==> config.mk <==
export PLATFORM = sky130hd
export DESIGN_NAME = output_mapping_broker
export DESIGN_NICKNAME = d
export VERILOG_FILES = /design/src/hdl/output_mapping_pkg.sv /design/src/hdl/output_mapping_broker.sv /design/src/hdl/validity_timer.sv
export SDC_FILE = /design/constraint.sdc
export NUM_CORES = 2
export LEC_CHECK = 0
export ABC_AREA = 1
export ABC_CLOCK_PERIOD_IN_PS = 12500
export CORE_MARGIN = 4
export CORE_UTILIZATION = 55
export DETAILED_ROUTE_END_ITERATION = 7
export DONT_BUFFER_PORTS = 1
export PLACE_DENSITY = 0.77
export SKIP_CTS_REPAIR_TIMING = 1
export SLEW_MARGIN = 25
export SYNTH_ARGS = -nofsm -noshare
export SYNTH_HDL_FRONTEND = slang
export SYNTH_SLANG_ARGS = --single-unit
==> constraint.sdc <==
create_clock -name aclk -period 12.5 [get_ports aclk]
set_input_delay 1.875 -clock aclk [delete_from_list [all_inputs] [get_ports aclk]]
set_output_delay 1.875 -clock aclk [all_outputs]
set_load 0.05 [all_outputs]
==> src/hdl/output_mapping_pkg.sv <==
package output_mapping_pkg;
	// ----------------------------------------------------------------
	// sizes
	// ----------------------------------------------------------------
	localparam int NUM_CONS = 3;
	localparam int NUM_ENTRIES = 4;
	localparam int INPUT_WORDS = 64;
	localparam logic [15:0] INPUT_BASE = 16'h1001;
	localparam logic [15:0] INPUT_LAST = 16'h1040;
	localparam logic [15:0] ENTRY_RESET_SRC = 16'h0001;
	// ----------------------------------------------------------------
	// default data selection
	// ----------------------------------------------------------------
	localparam logic [1:0] DFLT_ZERO = 2'h1;
	localparam logic [1:0] DFLT_ONES = 2'h2;
	localparam logic [1:0] DFLT_HOLD = 2'h3;
	localparam logic [7:0] VTIME_RESET = 8'h00;
	// ----------------------------------------------------------------
	// timing
	// ----------------------------------------------------------------
	localparam int CLK_PERIOD_NS = 20;
	localparam int VALID_TICK_NS = 1000000;
	localparam int MS_CYCLES = VALID_TICK_NS / CLK_PERIOD_NS;
	// ----------------------------------------------------------------
	// register map: byte address = block * 0x40 + offset
	// ----------------------------------------------------------------
	localparam logic [1:0] CTRL_BLOCK = 2'h3;
	localparam int BLOCK_LSB = 6;
	localparam int ENTRY_LSB = 3;
	localparam int ENTRY_CNT_BIT = 2;
	localparam int CFG_AREA_BIT = 5;
	localparam logic [5:0] DFLT_OFF = 6'h20;
	localparam logic [5:0] VTIME_OFF = 6'h24;
	localparam logic [5:0] STATUS_OFF = 6'h00;
	localparam logic [5:0] MASK_OFF = 6'h04;
	localparam logic [5:0] RESTART_OFF = 6'h08;
	localparam logic [5:0] STATE_OFF = 6'h0C;
	localparam int ST_MAP_ERR = 0;
	localparam int ST_TIMEOUT_LSB = 1;
	localparam int RESTART_BIT = 0;
	localparam int STATE_PENDING_BIT = 3;
	localparam logic [1:0] RESP_OKAY = 2'h0;
	localparam logic [1:0] RESP_SLVERR = 2'h2;
	// ----------------------------------------------------------------
	// types
	// ----------------------------------------------------------------
	typedef struct packed {
		logic [15:0] src;
		logic [6:0] cnt;
	} map_entry_type;
	typedef struct packed {
		map_entry_type [NUM_ENTRIES-1:0] entry;
		logic [1:0] dflt;
		logic [7:0] vtime;
	} consumer_cfg_type;
	typedef consumer_cfg_type [NUM_CONS-1:0] cfg_bank_type;
	typedef struct packed {
		logic [15:0] addr;
		logic [15:0] data;
	} prod_write_type;
	typedef struct packed {
		logic [1:0] sel;
		logic [8:0] index;
	} cons_req_type;
	localparam consumer_cfg_type CFG_RESET = {{NUM_ENTRIES{ENTRY_RESET_SRC, 7'h00}}, DFLT_ZERO, VTIME_RESET};
endpackage : output_mapping_pkg

==> src/hdl/output_mapping_broker.sv <==
`timescale 1ns/1ps
`default_nettype none
module output_mapping_broker #(
	parameter int MS_CYCLES = output_mapping_pkg::MS_CYCLES
) (
	input wire logic aclk,
	input wire logic aresetn,
	input wire logic [7:0] awaddr,
	input wire logic awvalid,
	output logic awready,
	input wire logic [31:0] wdata,
	input wire logic [3:0] wstrb,
	input wire logic wvalid,
	output logic wready,
	output logic [1:0] bresp,
	output logic bvalid,
	input wire logic bready,
	input wire logic [7:0] araddr,
	input wire logic arvalid,
	output logic arready,
	output logic [31:0] rdata,
	output logic [1:0] rresp,
	output logic rvalid,
	input wire logic rready,
	input wire logic prod_valid,
	input wire output_mapping_pkg::prod_write_type prod,
	input wire logic cons_req,
	input wire output_mapping_pkg::cons_req_type cons,
	output logic cons_valid,
	output logic [15:0] cons_data,
	output logic cons_substituted,
	output logic irq
);
	// ----------------------------------------------------------------
	// state
	// ----------------------------------------------------------------
	output_mapping_pkg::cfg_bank_type pending;
	output_mapping_pkg::cfg_bank_type active;
	logic [15:0] input_mem [0:output_mapping_pkg::INPUT_WORDS-1];
	logic [3:0] status;
	logic [3:0] mask;
	logic [3:0] next_status;
	logic restart_pulse;
	logic [2:0] expired;
	logic [2:0] expired_q;
	logic [2:0] fresh;
	logic aw_held;
	logic w_held;
	logic [7:0] wr_addr;
	logic [31:0] wr_data;
	logic [3:0] wr_strb;
	logic exec;
	logic [32:0] wr_old;
	logic [31:0] wr_val;
	logic wr_err;
	logic wr_bad;
	logic wr_cfg;
	logic wr_ctrl;
	logic [1:0] wr_cons;
	logic [5:0] wr_off;
	output_mapping_pkg::map_entry_type wr_entry;
	logic prod_ok;
	logic sel_ok;
	output_mapping_pkg::consumer_cfg_type cons_cfg;
	logic [6:0] res;
	logic [15:0] raw_word;
	logic exp_sel;
	logic [15:0] next_cons_data;
	logic [32:0] rd_word;

	// ----------------------------------------------------------------
	// helpers
	// ----------------------------------------------------------------
	function automatic logic src_ok(input logic [15:0] a);
		src_ok = (a >= output_mapping_pkg::INPUT_BASE) && (a <= output_mapping_pkg::INPUT_LAST);
	endfunction : src_ok

	function automatic logic area_ok(input logic [15:0] s, input logic [6:0] c);
		area_ok = (c == 7'h00) || ((s >= output_mapping_pkg::INPUT_BASE) &&
			(17'(s) + 17'(c) <= 17'(output_mapping_pkg::INPUT_LAST) + 17'h00001));
	endfunction : area_ok

	function automatic logic in_area(input output_mapping_pkg::consumer_cfg_type cf, input logic [15:0] a);
		in_area = 1'b0;
		for (int k = 0; k < output_mapping_pkg::NUM_ENTRIES; k++) begin
			if (cf.entry[k].cnt != 7'h00 && a >= cf.entry[k].src &&
				17'(a) < 17'(cf.entry[k].src) + 17'(cf.entry[k].cnt)) begin
				in_area = 1'b1;
			end
		end
	endfunction : in_area

	// output index -> {hit, memory word}; entries walked first to fourth
	function automatic logic [6:0] resolve(input output_mapping_pkg::consumer_cfg_type cf, input logic [8:0] idx);
		logic [8:0] rem;
		logic hit;
		logic [15:0] a;
		rem = idx;
		hit = 1'b0;
		a = output_mapping_pkg::INPUT_BASE;
		for (int k = 0; k < output_mapping_pkg::NUM_ENTRIES; k++) begin
			if (!hit) begin
				if (rem < {2'h0, cf.entry[k].cnt}) begin
					hit = 1'b1;
					a = 16'(cf.entry[k].src + 16'(rem));
				end else begin
					rem = 9'(rem - {2'h0, cf.entry[k].cnt});
				end
			end
		end
		resolve = {hit, 6'(a - output_mapping_pkg::INPUT_BASE)};
	endfunction : resolve

	function automatic logic [31:0] merge(input logic [31:0] o, input logic [31:0] n, input logic [3:0] s);
		for (int b = 0; b < 4; b++) begin
			merge[b*8 +: 8] = s[b] ? n[b*8 +: 8] : o[b*8 +: 8];
		end
	endfunction : merge

	// {error, data}; reads show the pending configuration
	function automatic logic [32:0] reg_read(input logic [7:0] a);
		output_mapping_pkg::consumer_cfg_type cf;
		output_mapping_pkg::map_entry_type en;
		logic [5:0] o;
		cf = pending[(a[7:6] == output_mapping_pkg::CTRL_BLOCK) ? 2'h0 : a[7:6]];
		en = cf.entry[a[output_mapping_pkg::ENTRY_LSB +: 2]];
		o = a[5:0];
		reg_read = {1'b1, 32'h00000000};
		if (a[7:6] == output_mapping_pkg::CTRL_BLOCK) begin
			case (o)
				output_mapping_pkg::STATUS_OFF: reg_read = {1'b0, 28'h0000000, status};
				output_mapping_pkg::MASK_OFF: reg_read = {1'b0, 28'h0000000, mask};
				output_mapping_pkg::RESTART_OFF: reg_read = {1'b0, 32'h00000000};
				output_mapping_pkg::STATE_OFF: reg_read = {1'b0, 28'h0000000, pending != active, expired};
				default: reg_read = {1'b1, 32'h00000000};
			endcase
		end else if (!o[output_mapping_pkg::CFG_AREA_BIT]) begin
			reg_read = o[output_mapping_pkg::ENTRY_CNT_BIT] ? {1'b0, 25'h0000000, en.cnt} : {1'b0, 16'h0000, en.src};
		end else if (o == output_mapping_pkg::DFLT_OFF) begin
			reg_read = {1'b0, 30'h00000000, cf.dflt};
		end else if (o == output_mapping_pkg::VTIME_OFF) begin
			reg_read = {1'b0, 24'h000000, cf.vtime};
		end
	endfunction : reg_read

	// ----------------------------------------------------------------
	// axi4-lite write channel
	// ----------------------------------------------------------------
	assign exec = aw_held && w_held && !bvalid;

	always_ff @(posedge aclk) begin
		if (!aresetn) begin
			aw_held <= 1'b0;
			awready <= 1'b1;
			wr_addr <= 8'h00;
		end else if (awvalid && awready) begin
			aw_held <= 1'b1;
			awready <= 1'b0;
			wr_addr <= awaddr;
		end else if (exec) begin
			aw_held <= 1'b0;
			awready <= 1'b1;
		end
	end

	always_ff @(posedge aclk) begin
		if (!aresetn) begin
			w_held <= 1'b0;
			wready <= 1'b1;
			wr_data <= 32'h00000000;
			wr_strb <= 4'h0;
		end else if (wvalid && wready) begin
			w_held <= 1'b1;
			wready <= 1'b0;
			wr_data <= wdata;
			wr_strb <= wstrb;
		end else if (exec) begin
			w_held <= 1'b0;
			wready <= 1'b1;
		end
	end

	always_ff @(posedge aclk) begin
		if (!aresetn) begin
			bvalid <= 1'b0;
			bresp <= output_mapping_pkg::RESP_OKAY;
		end else if (exec) begin
			bvalid <= 1'b1;
			bresp <= (wr_err || wr_bad) ? output_mapping_pkg::RESP_SLVERR : output_mapping_pkg::RESP_OKAY;
		end else if (bready) begin
			bvalid <= 1'b0;
		end
	end

	// ----------------------------------------------------------------
	// write decode and validation
	// ----------------------------------------------------------------
	always_comb begin
		wr_old = reg_read(wr_addr);
		wr_val = merge(wr_old[31:0], wr_data, wr_strb);
		wr_err = wr_old[32];
		wr_cons = wr_addr[7:6];
		wr_off = wr_addr[5:0];
		wr_ctrl = !wr_err && (wr_cons == output_mapping_pkg::CTRL_BLOCK);
		wr_cfg = !wr_err && (wr_cons != output_mapping_pkg::CTRL_BLOCK);
		wr_entry = pending[wr_ctrl ? 2'h0 : wr_cons].entry[wr_addr[output_mapping_pkg::ENTRY_LSB +: 2]];
		wr_bad = 1'b0;
		if (wr_cfg) begin
			if (!wr_off[output_mapping_pkg::CFG_AREA_BIT]) begin
				if (wr_off[output_mapping_pkg::ENTRY_CNT_BIT]) begin
					wr_bad = (wr_val > 32'(output_mapping_pkg::INPUT_WORDS)) || !area_ok(wr_entry.src, 7'(wr_val));
				end else begin
					wr_bad = (wr_val[31:16] != 16'h0000) || !src_ok(wr_val[15:0]) || !area_ok(wr_val[15:0], wr_entry.cnt);
				end
			end else if (wr_off == output_mapping_pkg::DFLT_OFF) begin
				wr_bad = (wr_val < 32'h00000001) || (wr_val > 32'h00000003);
			end else begin
				wr_bad = (wr_val > 32'h000000FF);
			end
		end
	end

	// pending set, one independent bank per consumer
	always_ff @(posedge aclk) begin
		if (!aresetn) begin
			pending <= {output_mapping_pkg::NUM_CONS{output_mapping_pkg::CFG_RESET}};
		end else if (exec && wr_cfg && !wr_bad) begin
			if (!wr_off[output_mapping_pkg::CFG_AREA_BIT]) begin
				if (wr_off[output_mapping_pkg::ENTRY_CNT_BIT]) begin
					pending[wr_cons].entry[wr_addr[output_mapping_pkg::ENTRY_LSB +: 2]].cnt <= wr_val[6:0];
				end else begin
					pending[wr_cons].entry[wr_addr[output_mapping_pkg::ENTRY_LSB +: 2]].src <= wr_val[15:0];
				end
			end else if (wr_off == output_mapping_pkg::DFLT_OFF) begin
				pending[wr_cons].dflt <= wr_val[1:0];
			end else begin
				pending[wr_cons].vtime <= wr_val[7:0];
			end
		end
	end

	// ----------------------------------------------------------------
	// restart and active mapping
	// ----------------------------------------------------------------
	always_ff @(posedge aclk) begin
		if (!aresetn) begin
			restart_pulse <= 1'b0;
		end else begin
			restart_pulse <= exec && wr_ctrl && (wr_off == output_mapping_pkg::RESTART_OFF) &&
				wr_val[output_mapping_pkg::RESTART_BIT];
		end
	end

	always_ff @(posedge aclk) begin
		if (!aresetn) begin
			active <= {output_mapping_pkg::NUM_CONS{output_mapping_pkg::CFG_RESET}};
		end else if (restart_pulse) begin
			active <= pending;
		end
	end

	// ----------------------------------------------------------------
	// status, mask, interrupt
	// ----------------------------------------------------------------
	always_comb begin
		next_status = status;
		if (exec && wr_ctrl && wr_off == output_mapping_pkg::STATUS_OFF) begin
			next_status = status & ~wr_val[3:0];
		end
		// events set after the clear so a same-cycle event survives
		next_status[output_mapping_pkg::ST_MAP_ERR] = next_status[output_mapping_pkg::ST_MAP_ERR] | (exec && wr_bad);
		next_status[output_mapping_pkg::ST_TIMEOUT_LSB +: 3] = next_status[output_mapping_pkg::ST_TIMEOUT_LSB +: 3] |
			(expired & ~expired_q);
	end

	always_ff @(posedge aclk) begin
		if (!aresetn) begin
			status <= 4'h0;
			mask <= 4'h0;
			expired_q <= 3'h0;
			irq <= 1'b0;
		end else begin
			status <= next_status;
			expired_q <= expired;
			irq <= |(status & mask);
			if (exec && wr_ctrl && wr_off == output_mapping_pkg::MASK_OFF) begin
				mask <= wr_val[3:0];
			end
		end
	end

	// ----------------------------------------------------------------
	// axi4-lite read channel
	// ----------------------------------------------------------------
	always_comb begin
		rd_word = reg_read(araddr);
	end

	always_ff @(posedge aclk) begin
		if (!aresetn) begin
			arready <= 1'b1;
			rvalid <= 1'b0;
			rdata <= 32'h00000000;
			rresp <= output_mapping_pkg::RESP_OKAY;
		end else if (arvalid && arready) begin
			arready <= 1'b0;
			rvalid <= 1'b1;
			rdata <= rd_word[31:0];
			rresp <= rd_word[32] ? output_mapping_pkg::RESP_SLVERR : output_mapping_pkg::RESP_OKAY;
		end else if (rvalid && rready) begin
			rvalid <= 1'b0;
			arready <= 1'b1;
		end
	end

	// ----------------------------------------------------------------
	// producer side: input data area and freshness
	// ----------------------------------------------------------------
	assign prod_ok = prod_valid && src_ok(prod.addr);

	always_ff @(posedge aclk) begin
		if (!aresetn) begin
			for (int i = 0; i < output_mapping_pkg::INPUT_WORDS; i++) begin
				input_mem[i] <= 16'h0000;
			end
		end else if (prod_ok) begin
			input_mem[6'(prod.addr - output_mapping_pkg::INPUT_BASE)] <= prod.data;
		end
	end

	for (genvar c = 0; c < output_mapping_pkg::NUM_CONS; c++) begin : g_timer
		assign fresh[c] = prod_ok && in_area(active[c], prod.addr);
		validity_timer #(
			.MS_CYCLES(MS_CYCLES)
		) u_timer (
			.aclk(aclk),
			.aresetn(aresetn),
			.clear(fresh[c] || restart_pulse),
			.vtime(active[c].vtime),
			.expired(expired[c])
		);
	end

	// ----------------------------------------------------------------
	// consumer side
	// ----------------------------------------------------------------
	always_comb begin
		sel_ok = cons.sel < 2'(output_mapping_pkg::NUM_CONS);
		cons_cfg = active[sel_ok ? cons.sel : 2'h0];
		res = resolve(cons_cfg, cons.index);
		raw_word = res[6] ? input_mem[res[5:0]] : 16'h0000;
		exp_sel = sel_ok && expired[sel_ok ? cons.sel : 2'h0];
		next_cons_data = sel_ok ? raw_word : 16'h0000;
		if (exp_sel) begin
			case (cons_cfg.dflt)
				output_mapping_pkg::DFLT_ZERO: next_cons_data = 16'h0000;
				output_mapping_pkg::DFLT_ONES: next_cons_data = 16'hFFFF;
				default: next_cons_data = raw_word;
			endcase
		end
	end

	always_ff @(posedge aclk) begin
		if (!aresetn) begin
			cons_valid <= 1'b0;
			cons_data <= 16'h0000;
			cons_substituted <= 1'b0;
		end else begin
			cons_valid <= cons_req;
			if (cons_req) begin
				cons_data <= next_cons_data;
				cons_substituted <= exp_sel;
			end
		end
	end

	// ----------------------------------------------------------------
	// assertions
	// ----------------------------------------------------------------
	property p_active_hold;
		@(posedge aclk) disable iff (!aresetn) !restart_pulse |=> $stable(active);
	endproperty
	a_active_hold: assert property (p_active_hold) else $error("active mapping changed without restart");

	property p_apply;
		@(posedge aclk) disable iff (!aresetn) exec && wr_ctrl && wr_off == output_mapping_pkg::RESTART_OFF && wr_val[0]
			|=> ##1 active == $past(pending, 2);
	endproperty
	a_apply: assert property (p_apply) else $error("restart did not apply pending mapping");

	property p_reject;
		@(posedge aclk) disable iff (!aresetn) exec && wr_bad
			|=> $stable(pending) && status[0] && bvalid && bresp == output_mapping_pkg::RESP_SLVERR;
	endproperty
	a_reject: assert property (p_reject) else $error("bad mapping accepted or not flagged");

	property p_reset_entry;
		@(posedge aclk) disable iff (!aresetn) $rose(aresetn) |-> active[2].entry[3].src == 16'h0001 &&
			active[0].entry[0].cnt == 7'h00 && pending[1].entry[2].src == 16'h0001;
	endproperty
	a_reset_entry: assert property (p_reset_entry) else $error("entry not at reset value");

	property p_zero_fill;
		@(posedge aclk) disable iff (!aresetn) cons_req && exp_sel && cons_cfg.dflt == 2'h1 |=> cons_data == 16'h0000;
	endproperty
	a_zero_fill: assert property (p_zero_fill) else $error("zero default not delivered");

	property p_ones_fill;
		@(posedge aclk) disable iff (!aresetn) cons_req && exp_sel && cons_cfg.dflt == 2'h2
			|=> cons_data == 16'hFFFF && cons_substituted;
	endproperty
	a_ones_fill: assert property (p_ones_fill) else $error("ones default not delivered");

	property p_fresh_pass;
		@(posedge aclk) disable iff (!aresetn) cons_req && sel_ok && !exp_sel |=> cons_data == $past(raw_word) && cons_valid;
	endproperty
	a_fresh_pass: assert property (p_fresh_pass) else $error("fresh data not passed through");

	property p_skip_empty;
		@(posedge aclk) disable iff (!aresetn) sel_ok && cons.index == 9'h000 && cons_cfg.entry[0].cnt == 7'h00 &&
			cons_cfg.entry[1].cnt != 7'h00 |-> res == {1'b1, 6'(cons_cfg.entry[1].src - 16'h1001)};
	endproperty
	a_skip_empty: assert property (p_skip_empty) else $error("empty entry not skipped");

	property p_independent;
		@(posedge aclk) disable iff (!aresetn) exec && wr_cons == 2'h0 |=> $stable(pending[1]) && $stable(pending[2]);
	endproperty
	a_independent: assert property (p_independent) else $error("consumer mappings not independent");
endmodule : output_mapping_broker
`default_nettype wire

==> src/hdl/validity_timer.sv <==
`timescale 1ns/1ps
`default_nettype none
module validity_timer #(
	parameter int MS_CYCLES = 50000
) (
	input wire logic aclk,
	input wire logic aresetn,
	input wire logic clear,
	input wire logic [7:0] vtime,
	output logic expired
);
	logic [15:0] prescale;
	logic [7:0] elapsed;
	logic tick;

	assign tick = (prescale == 16'(MS_CYCLES - 1));

	always_ff @(posedge aclk) begin
		if (!aresetn || clear || tick) begin
			prescale <= 16'h0000;
		end else begin
			prescale <= prescale + 16'h0001;
		end
	end

	// elapsed milliseconds since fresh data, saturating
	always_ff @(posedge aclk) begin
		if (!aresetn || clear) begin
			elapsed <= 8'h00;
		end else if (tick && elapsed != 8'hFF) begin
			elapsed <= elapsed + 8'h01;
		end
	end

	always_ff @(posedge aclk) begin
		if (!aresetn) begin
			expired <= 1'b0;
		end else begin
			expired <= (vtime != 8'h00) && (elapsed >= vtime) && !clear;
		end
	end

	property p_zero_disables;
		@(posedge aclk) disable iff (!aresetn) vtime == 8'h00 |=> !expired;
	endproperty
	a_zero_disables: assert property (p_zero_disables) else $error("timer expired with check off");

	property p_fresh_clears;
		@(posedge aclk) disable iff (!aresetn) clear |=> !expired && elapsed == 8'h00;
	endproperty
	a_fresh_clears: assert property (p_fresh_clears) else $error("fresh data did not clear timeout");
endmodule : validity_timer
`default_nettype wire

# Word-level counts from Yosys, hierarchy flattened
# Memories as Yosys holds them, arrays and structs flattened.
# Index checks and enable logic that the tools add are counted.
# Widths: inputs -> output; s select.
# word_totals
regBits,805
ram_bits,1024
in_bits,104
output_inout_bits,60
word_cells,429
n_memories,1
# mem_list
memory,depth,width,rd,rd_ports_with_merged_regs,wr,line_no,rtl
input_mem,64,16,1,0,64,output_mapping_broker.sv:39,logic [15:0] input_mem [0:output_mapping_pkg::INPUT_WORDS-1];
# classes
n_addsub,29
n_lt_le_gt_ge,52
eq_ne,22
muxes,116
bitwise_logic,7
n_reduce_logical,112
# op_table
op,count
$bwmux 306,4
$mux 306,3
$bmux 102 s2,4
$demux 102 s2,4
$mux 102,5
$ne 306x306->1,1
$mux 33,8
$pmux 33 s4,2
$add 16x7->17,14
$lt 16x17->1,12
$ge 16x16->1,12
$bmux 23 s2,3
$mux 16,6
$demux 23 s2,2
$mux 23,4
$mux 92,1
$reduce_bool 7->1,12
$logic_and 1x1->1,60
$add 16x1->16 const B,3
$eq 16x16->1 const B,3
$ge 16x13->1 const B,3
$mux 6,8
$mux 9,5
$mux 1,41
other kinds (44),118

# Depth between registers and ports, before layout
# logic_depth
ltp_word,27
depth_mapped,75
mapped_depth_nobuf,68

# Modules after synthesis
# A second synthesis with hierarchy kept.
# hier_totals
hier_cells,13247
hier_area_um2,105213.4
# modules_own_cells
mod,n_inst,cells_per_inst,area_each_um2,seq_area_each_um2
output_mapping_broker,1,12536,100417.6,45003.2
validity_timer at g_timer[0].u_timer ...,2,237,1589.0,500.5
validity_timer at g_timer[2].u_timer,1,237,1617.8,500.5

# Worst setup path after synthesis
# Ideal clock, no wire load.
# synth_path
path_type,input-to-reg
from,input port cons[9] (netlist bit)
to,register cons_data[10]
setup_time_ns,0.109
t_arrival_ns,11.102
t_required_ns,12.391
path_slack_ns,1.289
path_stages,68
n_path_buf,11
path_cell_list,inv_1 -> nand2_2 -> nand2_2 -> clkinv_1 -> clkbuf_1 -> clkbuf_1 -> a21oi_1 -> ha_1 -> a21oi_1 -> nand2_1 -> nand2_1 -> nand3_2 -> buf_6 -> inv_2 -> clkbuf_1 -> o21ai_0 -> ha_1 -> a21oi_1 -> [... 32 more ...] -> nand2_4 -> inv_4 -> buf_4 -> buf_2 -> ha_1 -> clkbuf_1 -> inv_1 -> clkbuf_1 -> buf_1 -> nand3_1 -> nand3_1 -> nand3_1 -> nand3_1 -> nand3_2 -> nand4_1 -> nand3_1 -> nand2_1 -> inv_1
# synth_via
elab_chain_len,20
word_cells_on_any_way,45
classes_between,8 x add/sub; 5 x order compare; 2 x eq/ne; 28 x mux; 1 x reduce/logical; 1 x memory
# synth_lines
item,line_no,rtl
from (decl),output_mapping_broker.sv:28,"input wire output_mapping_pkg::cons_req_type cons,"
$lt 2x2->1,output_mapping_broker.sv:348,sel_ok = cons.sel < 2'(output_mapping_pkg::NUM_CONS);
$mux 2,"output_mapping_broker.sv:349, output_mapping_broker.sv:352",
$bmux 102 s2,output_mapping_broker.sv:349,cons_cfg = active[sel_ok ? cons.sel : 2'h0];
$mux 92,output_mapping_broker.sv:349,
$sub 9x7->9 or $lt 9x7->1 (tied branches),"output_mapping_broker.sv:107, output_mapping_broker.sv:103",
$mux 9,output_mapping_broker.sv:103,"if (rem < {2'h0, cf.entry[k].cnt}) begin"
$sub 9x7->9 or $lt 9x7->1 (tied branches),"output_mapping_broker.sv:107, output_mapping_broker.sv:103",
$mux 9,output_mapping_broker.sv:103,
[... 4 more ...],n/a,
$lt 9x7->1 or $add 6x6->6 (tied branches),"output_mapping_broker.sv:103, output_mapping_broker.sv:105",
$mux 6,output_mapping_broker.sv:103,
$mux 6,output_mapping_broker.sv:102,if (!hit) begin
$sub 6x1->6,output_mapping_broker.sv:111,"resolve = {hit, 6'(a - output_mapping_pkg::INPUT_BASE)};"
$mem_v2 64x16,n/a,
$mux 16,output_mapping_broker.sv:351,raw_word = res[6] ? input_mem[res[5:0]] : 16'h0000;
$pmux 16 s2 or $mux 16 (tied branches),"output_mapping_broker.sv:355, output_mapping_broker.sv:353",
$mux 16 *,output_mapping_broker.sv:354,if (exp_sel) begin
to (signal assigned),output_mapping_broker.sv:371,cons_data <= next_cons_data;
to (decl),output_mapping_broker.sv:30,"output logic [15:0] cons_data,"
# Mark *: on every way between the ends. The rest lies on a longest branch, timed or not. The select of a mux whose other input is x is not followed.
# A chain may end at the register's enable or synchronous reset.

# Final worst setup path
# layout_path
from,input port cons[10] (netlist bit)
to,register cons_data[11]
# Same word-level chain as after synthesis.

==> impl_metrics.json <==
{
  "setup_slack_ps": 707.1,
  "synthesis.area_um2": 103800,
  "timing.rr.end": "pending[264]$_SDFFE_PN0P_",
  "setup_violations": 0,
  "min_period_ps": 11790,
  "hpwl_um": 308800,
  "h-tree-depth": 4,
  "overflow": 0,
  "netlist_instances": 12990,
  "cellLeakagePower_uw": 0.04381,
  "slew_headroom_pct": -9.732,
  "maxCapViolCount": 0,
  "wirelength_um": 445200,
  "final_nets": 13280,
  "cts_buffers": 192,
  "violations": "DRC, slew limit",
  "slew_violations": 161,
  "critPathMaxStageDelay_ps": 490,
  "fin_area_um2": 112100,
  "synthToLayoutAreaGrowth_pct": 8.003,
  "rsz0062_at_grt": "no",
  "rrSetupSlack_ps": 1370,
  "clk_pin_slew_ps": 70,
  "antenna_found_initial": 32,
  "row_count": 159,
  "cts_num_sinks": 1811,
  "worst_setup_path_start_kind": "primary input",
  "die_x_um": 442.5,
  "grt_pass1_vias": 92820,
  "grt_pass1_wl_um": 637900,
  "yosys.area.top_type": "edfxtp_1",
  "die-area_um2": 195800,
  "netlist.area_leader.share_pct": 29.62,
  "finalClockSkew_ps": 61.11,
  "drive_above_1_share_pct": 5.453,
  "synth_seq_area_share_pct": 44.80,
  "crit_slowest_cell": "clkinvlp_4",
  "synth.most_common_cell": "nand2_1",
  "fin_util_pct": 59.70,
  "hp-class": "reg2reg",
  "clockBufferDepth": 3,
  "routedWlPerCell_um": 29.15,
  "end_kind": "flop",
  "gp_congestion": 1.114,
  "synthArstFlopShare_pct": 0,
  "synth.ff_latch_count": 1811,
  "hold_start": "expired_q[0]$_SDFF_PN0_",
  "synth_edf_count": 1024,
  "first_pass_iters": 8,
  "powerDensity_nw_per_um2": 182.5,
  "die_h_um": 442.5,
  "totalPowerFinal_uw": 20460,
  "initial_core_util_pct": 55.28,
  "cts_tree": "done",
  "via_per_inst": 6.584,
  "synth_area_leaders": "edfxtp_1 (30%), dfxtp_1 (15%), nand2_1 (8.2%)",
  "drc": 13,
  "place.port_buffers": 0,
  "core_area_um2": 187800,
  "insertion_delay_ps": 900,
  "synthDistinctLibCells": 80,
  "synth_ff_type": "edfxtp_1",
  "rr_startpoint": "wr_addr[2]$_SDFFE_PN0P_",
  "place_area_um2": 105400,
  "ioPinCount": 164,
  "grt_max_degree": 495,
  "dp_worst_setup_slack_ps": 8.233,
  "ant_nets": 0,
  "holdPathStages": 1,
  "drtIter0Drc": 16500,
  "syn_area_per_cell_um2": 7.993,
  "ir_drop_uv": 387.3,
  "crit_path_frequent_cell": "nand2_1",
  "crit_fanout": 53,
  "rr_worst_depth": 34,
  "ctsRootBufferMaster": "clkbuf_16",
  "cp.arrival_ps": 12590,
  "fin_crit_sh_pct": 94.34,
  "worst_pin_slew_ps": 1646,
  "synth_common_cells": "nand2_1 (2,281), nor2_1 (1,535), nand3_1 (1,310), o21ai_0 (1,032), edfxtp_1 (1,024)",
  "grt_util_all_layers_pct": 43.89,
  "hold_end": "status[1]$_SDFF_PN0_",
  "outcome": "complete, but fails checks",
  "clock.fmax_ghz": 0.08480,
  "hold_viol_final": 0,
  "setup_tns_ps": 0,
  "yosys_warnings": 0,
  "worstSetupPathType": "in2reg",
  "vias": 100600,
  "worstPathRequired_ps": 13300
}
## cell families (layout without fill, tap and decap cells)
group / after synthesis / after routing / synth area share (%)
xor+xnor: 380 / 380 / 3.224
other cells: 1 / 32 / 0.003612
fa+ha+maj: 570 / 570 / 7.022
compound gates: 2508 / 2508 / 13.33
buf+inv: 1836 / 1595 / 7.089
flops: 1811 / 1811 / 44.80
simple gates: 5882 / 5882 / 24.54
## worst max path at each step
stage | start | end | slack (ps)
floorplan | cons[9] | cons_data[10]$_SDFFE_PN0P_ | 1290
global placement | cons[10] | cons_data[10]$_SDFFE_PN0P_ | 320
detailed placement | cons[10] | cons_data[11]$_SDFFE_PN0P_ | 8
CTS | cons[10] | cons_data[11]$_SDFFE_PN0P_ | 910
global route | cons[10] | cons_data[5]$_SDFFE_PN0P_ | 170
finish | cons[10] | cons_data[11]$_SDFFE_PN0P_ | 710
## layout make-up
type / instances / area (um2)
multi-input combinational: 9358 / 50280
fill: 16630 / 75680
clock buffer: 251 / 5274
tap: 2495 / 3122
antenna: 14 / 35.03
sequential: 1811 / 46510
clock inverter: 105 / 1176
timing repair buffer: 208 / 1813
inverter: 1031 / 3909
## through the flow
step	instances	hold WS, ps
floorplan	13010	407.9
global placement	14890	410.6
detailed placement	14890	418.7
CTS	15250	428.4
global route	15270	437.6
finish	15270	427.1
## power by group
group | internal [uW] | total (uW) | switching [uW]
clock network | 3330 | 5940 | 2610
registers | 6480 | 6670 | 192
logic | 2120 | 7850 | 5730
## metal layers
metal  part of all wire, %  global-route usage (%)  vias to the layer above  wire, um
li1                      -                       -                    43750         -
met2                    41                   63.64                     7640    184400
met4                    11                   37.09                       30     47830
met5                 0.064                 0.07326                        -       287
met1                    34                   53.43                    47210    153000
met3                    13                   13.32                     1928     59690
## registers in the layout, indices dropped and copies added (netlist names), 3 cells and up
| signal | count |
|---|---|
| active | 306 |
| g_timer.u_timer.prescale | 48 |
| mask | 4 |
| input_mem | 1024 |
| wr_addr | 8 |
| status | 4 |
| rdata | 16 |
| cons_data | 16 |
| expired_q | 3 |
| wr_data | 32 |
| g_timer.u_timer.elapsed | 24 |
| pending | 306 |
| g_timer.u_timer.expired | 3 |
| wr_strb | 4 |
## critical path, delay by kind of cell
family                     cells  cell delay, ps
AOI/OAI and AO/OA             11            2450
adders and majority gates      5            1560
buffers and inverters         16            2970
and+or+nand+nor               31            3570
## placed cells by master, fill, tap and decap left out, drive strengths merged, types with 46 or more instances in the layout
| cell type | Yosys | final |
|---|---|---|
| ha | 549 | 549 |
| nor3 | 301 | 301 |
| o211ai | 65 | 65 |
| clkinv | 6 | 76 |
| buf | 254 | 207 |
| xnor2 | 162 | 162 |
| inv | 1025 | 1032 |
| a31oi | 64 | 64 |
| nand4 | 254 | 254 |
| edfxtp | 1024 | 1024 |
| o21ai | 1047 | 1047 |
| nand3 | 1325 | 1325 |
| nor2 | 1551 | 1551 |
| nand2 | 2309 | 2309 |
| clkbuf | 551 | 252 |
| dfxtp | 787 | 787 |
| nor4 | 75 | 75 |
| xor2 | 218 | 218 |
| a21oi | 997 | 997 |
| o21a | 46 | 46 |
Power figures use the tool's default switching activity.
